### src/inc/bepr_consts.vh
// Offsets, field positions and fixed codes of the bridge local register bank.
// Included by the bank modules; holds definitions only.
`ifndef BEPR_CONSTS_VH
`define BEPR_CONSTS_VH
// ==========================================================
// Register offsets (byte addresses)
`define BEPR_OFS_CLEAR 10'h000
`define BEPR_OFS_SINGLE 10'h004
`define BEPR_OFS_REPEAT 10'h008
`define BEPR_OFS_PARM1 10'h3F0
`define BEPR_OFS_PARM2 10'h3F4
`define BEPR_OFS_VERSION 10'h3F8
`define BEPR_OFS_TYPE 10'h3FC
// ==========================================================
// Parameter register one field positions
`define BEPR_P1_SPLIT 2
`define BEPR_P1_CLKMODE 3
`define BEPR_P1_NMST_LO 4
`define BEPR_P1_SBO 8
`define BEPR_P1_SADDR 9
`define BEPR_P1_SDATA_LO 10
`define BEPR_P1_MBO 12
`define BEPR_P1_MADDR 13
`define BEPR_P1_MDATA_LO 14
// ==========================================================
// Parameter register two field positions
`define BEPR_P2_WBUF_LO 0
`define BEPR_P2_RBUF_LO 8
`define BEPR_P2_PREF_LO 16
// ==========================================================
// Reset values and fixed codes (identity values are arbitrary)
`define BEPR_RST_FLAGS 32'h00000000
`define BEPR_VERSION_ID 32'h31303061
`define BEPR_TYPE_CODE 32'h58590001
`endif

### src/hdl/bepr_err_track.v
// Write-error flags of one primary master: single and repeated.
// Assumes error and clear pulses are synchronous to SYS_CLK_IN.
`timescale 1ns/10ps
`default_nettype none
module bepr_err_track (
   // Clock and reset
   input wire clk_in,
   input wire rst_in,
   // Events
   input wire err_in,
   input wire clr_in,
   // Flags
   output wire single_out,
   output wire repeat_out
);
   reg single_r;
   reg repeat_r;
   // ==========================================================
   // Flags; a new error wins over a clear in the same cycle
   always @(posedge clk_in) begin
      if (rst_in) begin
         single_r <= 1'b0;
         repeat_r <= 1'b0;
      end else begin
         if (err_in) begin
            single_r <= 1'b1;
         end else if (clr_in) begin
            single_r <= 1'b0;
         end
         if (err_in && single_r) begin
            repeat_r <= 1'b1;
         end else if (clr_in) begin
            repeat_r <= 1'b0;
         end
      end
   end
   assign single_out = single_r;
   assign repeat_out = repeat_r;
endmodule
`default_nettype wire

### src/hdl/bepr_param_word.v
// Constant words of the build configuration registers.
// Assumes parameters are fixed at elaboration; no state.
`timescale 1ns/10ps
`default_nettype none
`include "bepr_consts.vh"
module bepr_param_word #(
   parameter SPLIT = 1,
   parameter SYNC_CLK = 0,
   parameter NUM_MST = 3,
   parameter SBIG = 0,
   parameter SADDR64 = 0,
   parameter [1:0] SDATA_CODE = 2'h0,
   parameter MBIG = 0,
   parameter MADDR64 = 0,
   parameter [2:0] MDATA_CODE = 3'h2,
   parameter [7:0] WBUF_DEPTH = 8'h04,
   parameter [7:0] RBUF_DEPTH = 8'h04,
   parameter [3:0] PREF_DEPTH = 4'h1
) (
   // Words
   output wire [31:0] parm1_out,
   output wire [31:0] parm2_out
);
   localparam [3:0] NMST4 = NUM_MST[3:0];
   localparam SPLIT1 = (SPLIT != 0);
   localparam SYNC1 = (SYNC_CLK != 0);
   localparam SBIG1 = (SBIG != 0);
   localparam SADDR1 = (SADDR64 != 0);
   localparam MBIG1 = (MBIG != 0);
   localparam MADDR1 = (MADDR64 != 0);
   // ==========================================================
   // Unused bits 1:0 and 31:17 stay zero
   assign parm1_out = {15'h0000,
                       MDATA_CODE,
                       MADDR1[0],
                       MBIG1[0],
                       SDATA_CODE,
                       SADDR1[0],
                       SBIG1[0],
                       NMST4,
                       SYNC1[0],
                       SPLIT1[0],
                       2'h0};
   assign parm2_out = {12'h000, PREF_DEPTH, RBUF_DEPTH, WBUF_DEPTH};
endmodule
`default_nettype wire

### src/hdl/bepr_regbank.v
// Local register bank of an AHB-to-AHB bridge slave port.
// Assumes the bridge slave decodes local accesses and issues one
// access per address phase, in bus order; datapath lies elsewhere.
`timescale 1ns/10ps
`default_nettype none
`include "bepr_consts.vh"
// How it works
// - Error on write while single flag set marks the repeated flag.
// - Repeated flag bit K belongs to master K, reset zero.
// - Repeated register reads zero in bit 0 and above master count.
// - Parameter one bit 2 shows split capability.
// - Parameter one bit 3 shows clock mode, 1 synchronous.
// - Parameter one bits 7:4 hold master count.
// - Parameter one bit 9 shows slave address width 64.
// - Parameter one bits 11:10 encode slave data width.
// - Parameter one bit 12 shows master big endian.
// - Parameter one bit 13 shows master address width 64.
// - Parameter one reserved bits read zero; rest read-only.
// - Parameter two holds write, read and prefetch buffer depths.
// - Parameter two bits 31:20 read zero.
// - Version register returns a fixed read-only identifier.
// - Type register returns a fixed read-only code.
// - Transfer size of local accesses is not checked.
// - Direction is not checked; writes to read-only registers accepted.
// - Local accesses execute in bus order with other transfers.
// - Local accesses complete inside, no secondary bus transfer.
// - Error response on a write sets that master's single flag.
// - Writing 1 to clear bit K clears both flags of master K.
// - Interrupt output is OR of all single flags.
module bepr_regbank #(
   parameter NUM_MST = 3,
   parameter SPLIT = 1,
   parameter SYNC_CLK = 0,
   parameter SBIG = 0,
   parameter SADDR64 = 0,
   parameter [1:0] SDATA_CODE = 2'h0,
   parameter MBIG = 0,
   parameter MADDR64 = 0,
   parameter [2:0] MDATA_CODE = 3'h2,
   parameter [7:0] WBUF_DEPTH = 8'h04,
   parameter [7:0] RBUF_DEPTH = 8'h04,
   parameter [3:0] PREF_DEPTH = 4'h1,
   parameter [31:0] VERSION_ID = `BEPR_VERSION_ID,
   parameter [31:0] TYPE_CODE = `BEPR_TYPE_CODE
) (
   // Clock and reset
   input wire SYS_CLK_IN,
   input wire RESET_IN,
   // Local register access from the bridge slave
   input wire REG_SEL_IN,
   input wire REG_WRITE_IN,
   input wire [9:0] REG_ADDR_IN,
   input wire [31:0] REG_WDATA_IN,
   output wire [31:0] REG_RDATA_OUT,
   output wire REG_DONE_OUT,
   // Write error reports from the bridge master
   input wire WERR_VALID_IN,
   input wire [3:0] WERR_MASTER_IN,
   // Interrupt
   output wire WERR_IRQ_OUT
);
   // ==========================================================
   // Address phase capture
   // Data phase follows the address phase; write data sampled then.
   reg aph_valid_r;
   reg aph_write_r;
   reg [9:0] aph_addr_r;
   reg [31:0] rdata_r;
   reg done_r;
   reg irq_r;
   wire [NUM_MST:1] single_w;
   wire [NUM_MST:1] repeat_w;
   wire [31:0] parm1_w;
   wire [31:0] parm2_w;
   wire [31:0] single_word_w;
   wire [31:0] repeat_word_w;
   wire clr_wr_w;
   reg [31:0] rd_nxt;

   always @(posedge SYS_CLK_IN) begin
      if (RESET_IN) begin
         aph_valid_r <= 1'b0;
         aph_write_r <= 1'b0;
         aph_addr_r <= 10'h000;
      end else begin
         // Size is ignored; one access per address phase, in order
         aph_valid_r <= REG_SEL_IN;
         aph_write_r <= REG_WRITE_IN;
         aph_addr_r <= REG_ADDR_IN;
      end
   end

   // Only the clear register reacts to a write; others ignore it
   assign clr_wr_w = aph_valid_r && aph_write_r && (aph_addr_r == `BEPR_OFS_CLEAR);

   // ==========================================================
   // Per-master error flags
   genvar k;
   generate
      for (k = 1; k <= NUM_MST; k = k + 1) begin : g_mst
         bepr_err_track u_trk (
            .clk_in(SYS_CLK_IN),
            .rst_in(RESET_IN),
            .err_in(WERR_VALID_IN && (WERR_MASTER_IN == k)),
            .clr_in(clr_wr_w && REG_WDATA_IN[k]),
            .single_out(single_w[k]),
            .repeat_out(repeat_w[k])
         );
      end
   endgenerate

   // Bit 0 and bits above the master count read zero
   assign single_word_w = {{(31 - NUM_MST){1'b0}}, single_w, 1'b0};
   assign repeat_word_w = {{(31 - NUM_MST){1'b0}}, repeat_w, 1'b0};

   // ==========================================================
   // Build configuration words
   bepr_param_word #(
      .SPLIT(SPLIT),
      .SYNC_CLK(SYNC_CLK),
      .NUM_MST(NUM_MST),
      .SBIG(SBIG),
      .SADDR64(SADDR64),
      .SDATA_CODE(SDATA_CODE),
      .MBIG(MBIG),
      .MADDR64(MADDR64),
      .MDATA_CODE(MDATA_CODE),
      .WBUF_DEPTH(WBUF_DEPTH),
      .RBUF_DEPTH(RBUF_DEPTH),
      .PREF_DEPTH(PREF_DEPTH)
   ) u_parm (
      .parm1_out(parm1_w),
      .parm2_out(parm2_w)
   );

   // ==========================================================
   // Read mux; unmapped offsets and the clear register read zero
   always @* begin
      rd_nxt = 32'h00000000;
      case (REG_ADDR_IN)
         `BEPR_OFS_SINGLE: rd_nxt = single_word_w;
         `BEPR_OFS_REPEAT: rd_nxt = repeat_word_w;
         `BEPR_OFS_PARM1: rd_nxt = parm1_w;
         `BEPR_OFS_PARM2: rd_nxt = parm2_w;
         `BEPR_OFS_VERSION: rd_nxt = VERSION_ID;
         `BEPR_OFS_TYPE: rd_nxt = TYPE_CODE;
         default: rd_nxt = 32'h00000000;
      endcase
   end

   // Registered outputs; access ends here, nothing goes downstream
   always @(posedge SYS_CLK_IN) begin
      if (RESET_IN) begin
         rdata_r <= `BEPR_RST_FLAGS;
         done_r <= 1'b0;
         irq_r <= 1'b0;
      end else begin
         rdata_r <= (REG_SEL_IN && !REG_WRITE_IN) ? rd_nxt : 32'h00000000;
         done_r <= REG_SEL_IN;
         irq_r <= |single_w;
      end
   end

   assign REG_RDATA_OUT = rdata_r;
   assign REG_DONE_OUT = done_r;
   assign WERR_IRQ_OUT = irq_r;
endmodule
`default_nettype wire

### config.mk
export PLATFORM = sky130hd
export DESIGN_NAME = bepr_regbank
export DESIGN_NICKNAME = d
export VERILOG_FILES = /design/src/hdl/bepr_err_track.v /design/src/hdl/bepr_param_word.v /design/src/hdl/bepr_regbank.v
export VERILOG_INCLUDE_DIRS = /design/src /design/src/inc
export SDC_FILE = /design/constraint.sdc
export NUM_CORES = 1
export LEC_CHECK = 0
export BUFFER_PORTS_ARGS = -buffer_cell sky130_fd_sc_hd__buf_2
export CORE_UTILIZATION = 30
export CTS_BUF_LIST = sky130_fd_sc_hd__clkbuf_4
export DETAILED_ROUTE_END_ITERATION = 8
export GPL_ROUTABILITY_DRIVEN = 1
export HOLD_SLACK_MARGIN = 0.08
export SETUP_SLACK_MARGIN = 0.15
export SYNTH_ARGS = -nofsm -noshare
export SYNTH_HDL_FRONTEND = slang
export SYNTH_HIERARCHICAL = 1
export SYNTH_SLANG_ARGS = --single-unit
### constraint.sdc
create_clock -name SYS_CLK_IN -period 1.3 [get_ports SYS_CLK_IN]
set_input_delay 0.26 -clock SYS_CLK_IN [delete_from_list [all_inputs] [get_ports SYS_CLK_IN]]
set_output_delay 0.26 -clock SYS_CLK_IN [all_outputs]
set_load 0.005 [all_outputs]
**After elaboration in Yosys (flattened, before gate mapping)**

Index checks and enable logic that the tools add are counted.

- Flip-flop bits (word level): 51
- Input port bits: 51

- Eq/ne operators: 9
- Mux-type cells: 10
- Bitwise gates (word level): 1
- Reductions and logical operators: 22

Operator list:

| kind | count |
|---|---|
| $pmux W31 S6 | 1 |
| $eq A10 B10 Y1 const B | 4 |
| $logic_and A1 B1 Y1 | 12 |
| $reduce_bool A2 Y1 | 6 |
| $eq A10 B3 Y1 const B | 1 |
| $eq A10 B4 Y1 const B | 1 |
| $logic_not A10 Y1 | 1 |
| $mux W1 | 9 |
| $eq A4 B2 Y1 const B | 2 |
| $eq A4 B1 Y1 const B | 1 |
| $reduce_or A3 Y1 | 1 |
| $reduce_or A2 Y1 | 1 |
| $logic_not A1 Y1 | 1 |
| $not A1 Y1 | 1 |

**Depth between registers and ports, before layout**

Gate-level depths: netlist of the first run.

- Depth after elaboration: 5
- Mapped depth: 5
- Gate-level depth less buffers: 5

**Modules after synthesis**

Netlist of the first run, hierarchy kept.

By module, submodules not included:

| module | times used | cells each | area an instance (um^2) | sequential area each (um^2) |
|---|---|---|---|---|
| bepr_regbank | 1 | 189 | 1,901.8 | 900.9 |
| bepr_param_word | 1 | 66 | 488.0 | 0.0 |
| bepr_err_track | 3 | 8 | 73.8 | 40.0 |

**Least setup slack after synthesis of the first run**

No wires, ideal clock.

- Path type: input -> register
- Start point: in REG_ADDR_IN[2]
- End point: reg rdata_r[12], in the netlist REG_RDATA_OUT[12]
- Library setup time: 137 ps
- Arrival: 995 ps
- Required time: 1,163 ps
- Path slack: 168 ps
- Stages on the path: 5
- Cells stage by stage: buf_4 -> or2_2 -> clkbuf_1 -> nor2_1 -> a211oi_2

- Longest elaborated chain between the ends: 2

Ends and longest elaborated chain:

| element | line | RTL |
|---|---|---|
| start, declared | bepr_regbank.v:52 | `input wire [9:0] REG_ADDR_IN,` |
| $eq A10 B10 Y1, or another cell as far along | bepr_regbank.v:140 | `case (REG_ADDR_IN)` |
| $pmux W31 S6 * | bepr_regbank.v:140 |  |
| end signal, assigned | bepr_regbank.v:154 | `` rdata_r <= `BEPR_RST_FLAGS; `` |
| end signal, assigned | bepr_regbank.v:158 | `rdata_r <= (REG_SEL_IN && !REG_WRITE_IN) ? rd_nxt : 32'h00000000;` |
| end, declared | bepr_regbank.v:68 | `reg [31:0] rdata_r;` |

Mark *: on every way between the ends. The rest lies on a longest branch, timed or not.
A chain may end at the register's enable or synchronous reset.

**Worst setup path after layout of the first run**

- Start point: reg aph_addr_r[8]
- End point: reg g_mst[3].u_trk.repeat_r

- Longest elaborated chain between the ends: 4

Ends and longest elaborated chain:

| element | line | RTL |
|---|---|---|
| start, declared | bepr_regbank.v:67 | `reg [9:0] aph_addr_r;` |
| start signal, assigned | bepr_regbank.v:84 | `aph_addr_r <= 10'h000;` |
| start signal, assigned | bepr_regbank.v:89 | `aph_addr_r <= REG_ADDR_IN;` |
| $logic_not A10 Y1 (no source line) | n/a |  |
| $logic_and A1 B1 Y1 | bepr_regbank.v:94 | `` assign clr_wr_w = aph_valid_r && aph_write_r && (aph_addr_r == `BEPR_OFS_CLEAR); `` |
| $logic_and A1 B1 Y1 | bepr_regbank.v:105 | `.clr_in(clr_wr_w && REG_WDATA_IN[k]),` |
| $reduce_bool A2 Y1 (no source line) | n/a |  |
| end signal, assigned | bepr_err_track.v:23 | `repeat_r <= 1'b0;` |
| end signal, assigned | bepr_err_track.v:31 | `repeat_r <= 1'b1;` |
| end signal, assigned | bepr_err_track.v:33 | `repeat_r <= 1'b0;` |
| end, declared | bepr_err_track.v:17 | `reg repeat_r;` |

Every way passes these cells.

==> metrics.yaml, run 1 <==
finalHoldViolCount: 0
hold_class: "input pin to register"
cts-buffers-inserted: 5
via_per_inst: 3.91
gr-total-overflow: 0
p_leak_nw: 1.40
period_share_pct: 95.5
ys_ff_latch: 51
yosys_warnings: 6
fin_nets: 390
powerDensity_nw_per_um2: 897
core-area_um2: 8300
cts.sinks: 51
synth_area_leader_cell: "dfxtp_1"
avgSynthCellArea_um2: 9.36
maxCapViolCount: 0
ctsHtreeMaxLevel: 2
drt-initial-drc-count: 47
num_rows: 33
dieArea_um2: 9080
synth_top_area_share_pct: 39.1
peakVddDrop_mv: 0.402
globalRouteTotalUtil_pct: 9.88
cts_root_buf: "clkbuf_4"
die_w_um: 95.3
die_height_um: 95.3
ys.flop_type: "dfxtp_1"
cts_setup_buffers: 0
synth-edff-count: 0
fin_skew_ns: 0.0123
start_util_pct: 31.5
drv_slew: 0
ys_types: 37
dp_hpwl_um: 3160
finish.utilization_pct: 35.8
fmax_ghz: 0.806
grt_pass1_vias: 1567
status: "completed"
grt_max_degree: 23
cts_tree: "yes"
cp-end-kind: "register"
synthTopCellsByArea: "dfxtp_1 (39%), buf_4 (20%), mux2i_1 (5.4%)"
syn_inst: 279
cts-hold-fix-buffers: 0
hold_depth: 2
pre_cts_slack_ns: -0.0468
postSynth.asyncResetShare_pct: 0
finalPower_mw: 2.67
criticalPathCategory: "register to register"
r2r_cells: 5
n_antenna_cell: 0
fin_crit_ns: 1.24
rsz0062_at_grt: "yes"
setup-tns-final_ns: 0
cts.clk_slew.worst_paths_ns: 0.17
cp.arrival_ns: 1.53
ant_nets: 0
setup_ws_ns: 0.0587
cts_buffer_depth: 2
antenna_found_initial: 0
crit_path_max_fanout: 3
cp-start-kind: "register"
clkLatencyLatePin_ns: 0.38
grt_first_pass_wirelength_um: 6820
drive_above_1_share_pct: 32.4
portBuffers: 55
setup_viol: 0
area_growth_pct: 13.8
vias: 1738
synth_area_um2: 2610
ys_seq_area_share_pct: 39.1
post_drt_wl_per_cell_um: 9.52
wl_um: 4240
critical_path_required_ns: 1.59
drt_first_pass_iters: 4
drc: 0
ioPinCount: 85
place.gp.congestion: 0.762
==> where the power goes <==
part / switching (mW) / leakage [nW] / total (mW) / internal [mW]
clock network: 0.548 / 0.0362 / 0.778 / 0.230
registers: 0.0171 / 0.417 / 1.61 / 1.59
logic: 0.146 / 0.951 / 0.281 / 0.135
==> worst max-delay path, stage by stage (launching register included) <==
cell and delay (ns):
dfxtp_2 0.36, nor4_4 0.32, nand3_4 0.16, nor2_2 0.14
nand2b_1 0.11, a21oi_1 0.06
==> flip-flops by register name (all words and copies together), names as in the netlist <==
name and flops:
REG_DONE_OUT 1, REG_RDATA_OUT 32, WERR_IRQ_OUT 1, aph_addr_r 10, aph_write_r 1, g_mst.u_trk/repeat_out 3
g_mst.u_trk/single_out 3
==> worst paths after layout <==
kind                                                 from                         to  slack, ns
worst min register to register  g_mst[1].u_trk/repeat_out  g_mst[1].u_trk/repeat_out       0.48
worst max-delay path                        aph_addr_r[8]  g_mst[3].u_trk/repeat_out       0.06
worst min-delay path                           REG_SEL_IN               REG_DONE_OUT       0.10
worst max register to register              aph_addr_r[8]  g_mst[3].u_trk/repeat_out       0.06
==> final cells by class <==
type / instances / area [um^2]
fill: 874 / 5330
multi-input combinational: 207 / 1340
sequential: 51 / 1030
timing repair buffer: 68 / 379
tap: 105 / 131
clock buffer: 5 / 37.5
clock inverter: 3 / 26.3
inverter: 6 / 22.5
==> cell families after synthesis <==
kind of cell / synth area share, %
and+or+nand+nor: 23.4
DFF: 39.1
other: 0.288
AOI/OAI and AO/OA: 7.76
muxes: 6.66
xor gates and xnor gates: 0.335
buffers and inverters: 22.4
==> synth_stat cells, types with 2 or more instances <==
cell,count
buf_4,68
dfxtp_1,51
nor2_1,34
nor2b_1,20
mux2i_1,14
nand2b_1,14
a211oi_1,8
and3b_1,7
inv_1,6
o22ai_1,5
clkbuf_1,4
nand2_1,4
a21oi_1,3
a21oi_2,3
a22oi_1,3
buf_2,3
mux2_2,3
nand4b_1,3
o211ai_1,3
a211oi_2,2
buf_6,2
conb_1,2
nor4_1,2
nor4_2,2
==> per-stage QoR <==
step                hold slack, ns  area (um^2)  instances
floorplan                    0.322         2840        341
global placement             0.455         2790        437
detailed placement           0.462         2790        437
CTS                         0.0810         2900        445
global route                0.0842         2970        445
finish                       0.104         2970        445
==> metal layers <==
layer | global-route usage, % | wire length (um) | up-vias | part of all wire [%]
met5 | 0 | 0 | - | 0
met4 | 4.17 | 65 | 0 | 1.5
met3 | 2.95 | 249 | 8 | 5.9
met2 | 17.3 | 2030 | 40 | 48
met1 | 11.0 | 1900 | 773 | 45
li1 | - | - | 917 | -
==> layout by cell type (no fill, tap or decap), types with 5 or more instances in the layout <==
cell	n
dfxtp_1	43
nor2_1	31
clkbuf_4	5
and3b_1	7
buf_2	54
nand2b_1	10
dfxtp_2	8
mux2i_1	14
buf_4	13
a211oi_1	8
conb_1	64
o22ai_1	5
inv_1	6
nor2b_1	20
==> timing repair <==
item                       in CTS  in global routing
setup endpoints to repair       6                 11
pin swaps                       5                  5
gates cloned                    0                  0
gates resized for setup        10                 16
(Power assumes the default switching activity.)
==> run 2, diff against run 1 <==
- clock period: 1.3 -> 1 ns (I/O delays scaled with it)
==> run 2 against run 1 <==
  * The flow now finishes with violations (setup timing)
  * Sequential power increased by 29%
  * Largest cell class unchanged
  * Via count increased by 2.1%
  * Global-route usage decreased by 0.24 points
  * Worst hold slack improved by 0.0041 ns
  * Sequential cell count unchanged
  * Critical path depth unchanged
  * Worst setup slack got worse by 0.32 ns
  * Die area unchanged
  * Count of clock-buffer cells in the layout unchanged
  * Clock power increased by 27%
  * First-iteration DRC count decreased by 30%
==> metrics.yaml, run 2 (synthesized netlist as in run 1, its figures left out) <==
area_growth_pct: 21.2  # was 13.8%
largest_reg_flops: 32  # unchanged
finalHoldViolCount: 0  # unchanged
portBuffers: 55  # unchanged
fmax_ghz: 0.796  # was 0.806 GHz
setup_viol: 28  # was 0
period_share_pct: 126  # was 95.5%
criticalPathCategory: "register to register"  # unchanged
fin_skew_ns: 0.0118  # was 0.0123 ns
setup_ws_ns: -0.257  # was 0.0587 ns
wl_um: 4520  # was 4240 um
hold_slack_ns: 0.108  # was 0.104 ns
cts.sinks: 51  # unchanged
final_common_cell: "conb_1"  # unchanged
gr-total-overflow: 0  # unchanged
fin_crit_ns: 1.26  # was 1.24 ns
die_height_um: 95.3  # unchanged
drt-initial-drc-count: 33  # was 47
drive_above_1_share_pct: 35.8  # was 32.4%
cts.clk_slew.worst_paths_ns: 0.16  # was 0.17 ns
clkLatencyLatePin_ns: 0.37  # was 0.38 ns
ant_nets: 0  # unchanged
dpl_cell_area_um2: 2830  # was 2790 um^2
via_per_inst: 3.83  # was 3.91
powerDensity_nw_per_um2: 1100  # was 897 nW/um^2
antenna_found_initial: 0  # unchanged
drt_first_pass_iters: 4  # unchanged
finalPower_mw: 3.49  # was 2.67 mW
drc: 0  # unchanged
ctsHtreeMaxLevel: 2  # unchanged
critical_path_required_ns: 1.26  # was 1.59 ns
grt_pass1_vias: 1490  # was 1567
maxCapViolCount: 0  # unchanged
cts_tree: "yes"  # unchanged
vias: 1775  # was 1738
p_leak_nw: 1.51  # was 1.40 nW
core-area_um2: 8300  # unchanged
dp_hpwl_um: 3240  # was 3160 um
num_rows: 33  # unchanged
violations: "setup timing"
grt_first_pass_wirelength_um: 6680  # was 6820 um
cts_root_buf: "clkbuf_4"  # unchanged
start_util_pct: 31.5  # unchanged
die_w_um: 95.3  # unchanged
dieArea_um2: 9080  # unchanged
cp-end-kind: "register"  # unchanged
cp.arrival_ns: 1.52  # was 1.53 ns
final_area_um2: 3160  # was 2970 um^2
drv_slew: 0  # unchanged
place.gp.congestion: 0.761  # was 0.762
peakVddDrop_mv: 0.430  # was 0.402 mV
ioPinCount: 85  # unchanged
rsz0062_at_grt: "yes"  # unchanged
n_antenna_cell: 0  # unchanged
status: "finished with violations"  # was completed
globalRouteTotalUtil_pct: 9.65  # was 9.88%
post_drt_wl_per_cell_um: 9.75  # was 9.52 um
fin_nets: 408  # was 390
cts-buffers-inserted: 5  # unchanged
hold_class: "input pin to register"  # unchanged
crit_path_max_fanout: 3  # unchanged
cp-start-kind: "register"  # unchanged
grt_max_degree: 20  # was 23
final_cell_mix: "conb_1 (64), buf_2 (52), dfxtp_1 (37)"  # was conb_1 (64), buf_2 (54), dfxtp_1 (43)
cts_buffer_depth: 2  # unchanged
run 2: worst max-delay path, stage by stage (launching register included):
cell and delay [ns]:
dfxtp_2 0.36, nor4bb_4 0.31, nand3_2 0.16, nor2_2 0.15
nand2b_4 0.13, a21oi_2 0.04
run 2: through the flow:
| step | setup WS [ns] | setup TNS (ns) | instances | util, % |
|---|---|---|---|---|
| after global routing | -0.352 | -4.08 | 463 | 38.1 |
| after detailed placement | -0.248 | -4.75 | 440 | 34.1 |
| after floorplan | -0.0480 | -0.292 | 341 | - |
| after CTS | -0.258 | -2.66 | 452 | 35.6 |
| final | -0.257 | -1.68 | 463 | 38.1 |
| after global placement | -0.241 | -4.68 | 440 | 34.1 |
run 2: where the power goes:
group | leakage, nW | switching, mW | internal [mW]
Clock | 0.0362 | 0.689 | 0.299
Sequential | 0.421 | 0.0193 | 2.06
Combinational | 1.05 | 0.207 | 0.214
run 2: worst paths after layout:
kind | startpoint | endpoint | slack (ns) | depth (start not counted)
hold / removal | WERR_MASTER_IN[1] | g_mst[1].u_trk/single_out | 0.11 | 4
hold reg to reg | g_mst[3].u_trk/repeat_out | g_mst[3].u_trk/repeat_out | 0.49 | 2
setup reg to reg | aph_addr_r[2] | g_mst[1].u_trk/single_out | -0.26 | 5
setup / recovery | aph_addr_r[2] | g_mst[1].u_trk/single_out | -0.26 | 5
run 2: repair_timing:
action,CTS,global route
hold buffers,2,7
pin swaps,4,8
buffers inserted,2,4
resized for setup,8,24
setup endpoints to repair,43,47
endpoints found under the hold margin,2,7
run 2: layout make-up:
cell class                      count  area [um^2]
Fill cell                         837         5130
Sequential cell                    51         1040
Tap cell                          105          131
Clock buffer                        5         37.5
Inverter                            6         22.5
Clock inverter                      3         26.3
Timing Repair Buffer               86          566
Multi-Input combinational cell    207         1340
run 2: metal layers:
layer,vias to the layer above,routed length (um),GRT usage [%]
li1,952,-,-
met1,787,2040,11.4
met2,32,2210,16.4
met3,4,225,2.71
met4,0,46,3.79
met5,-,0,0
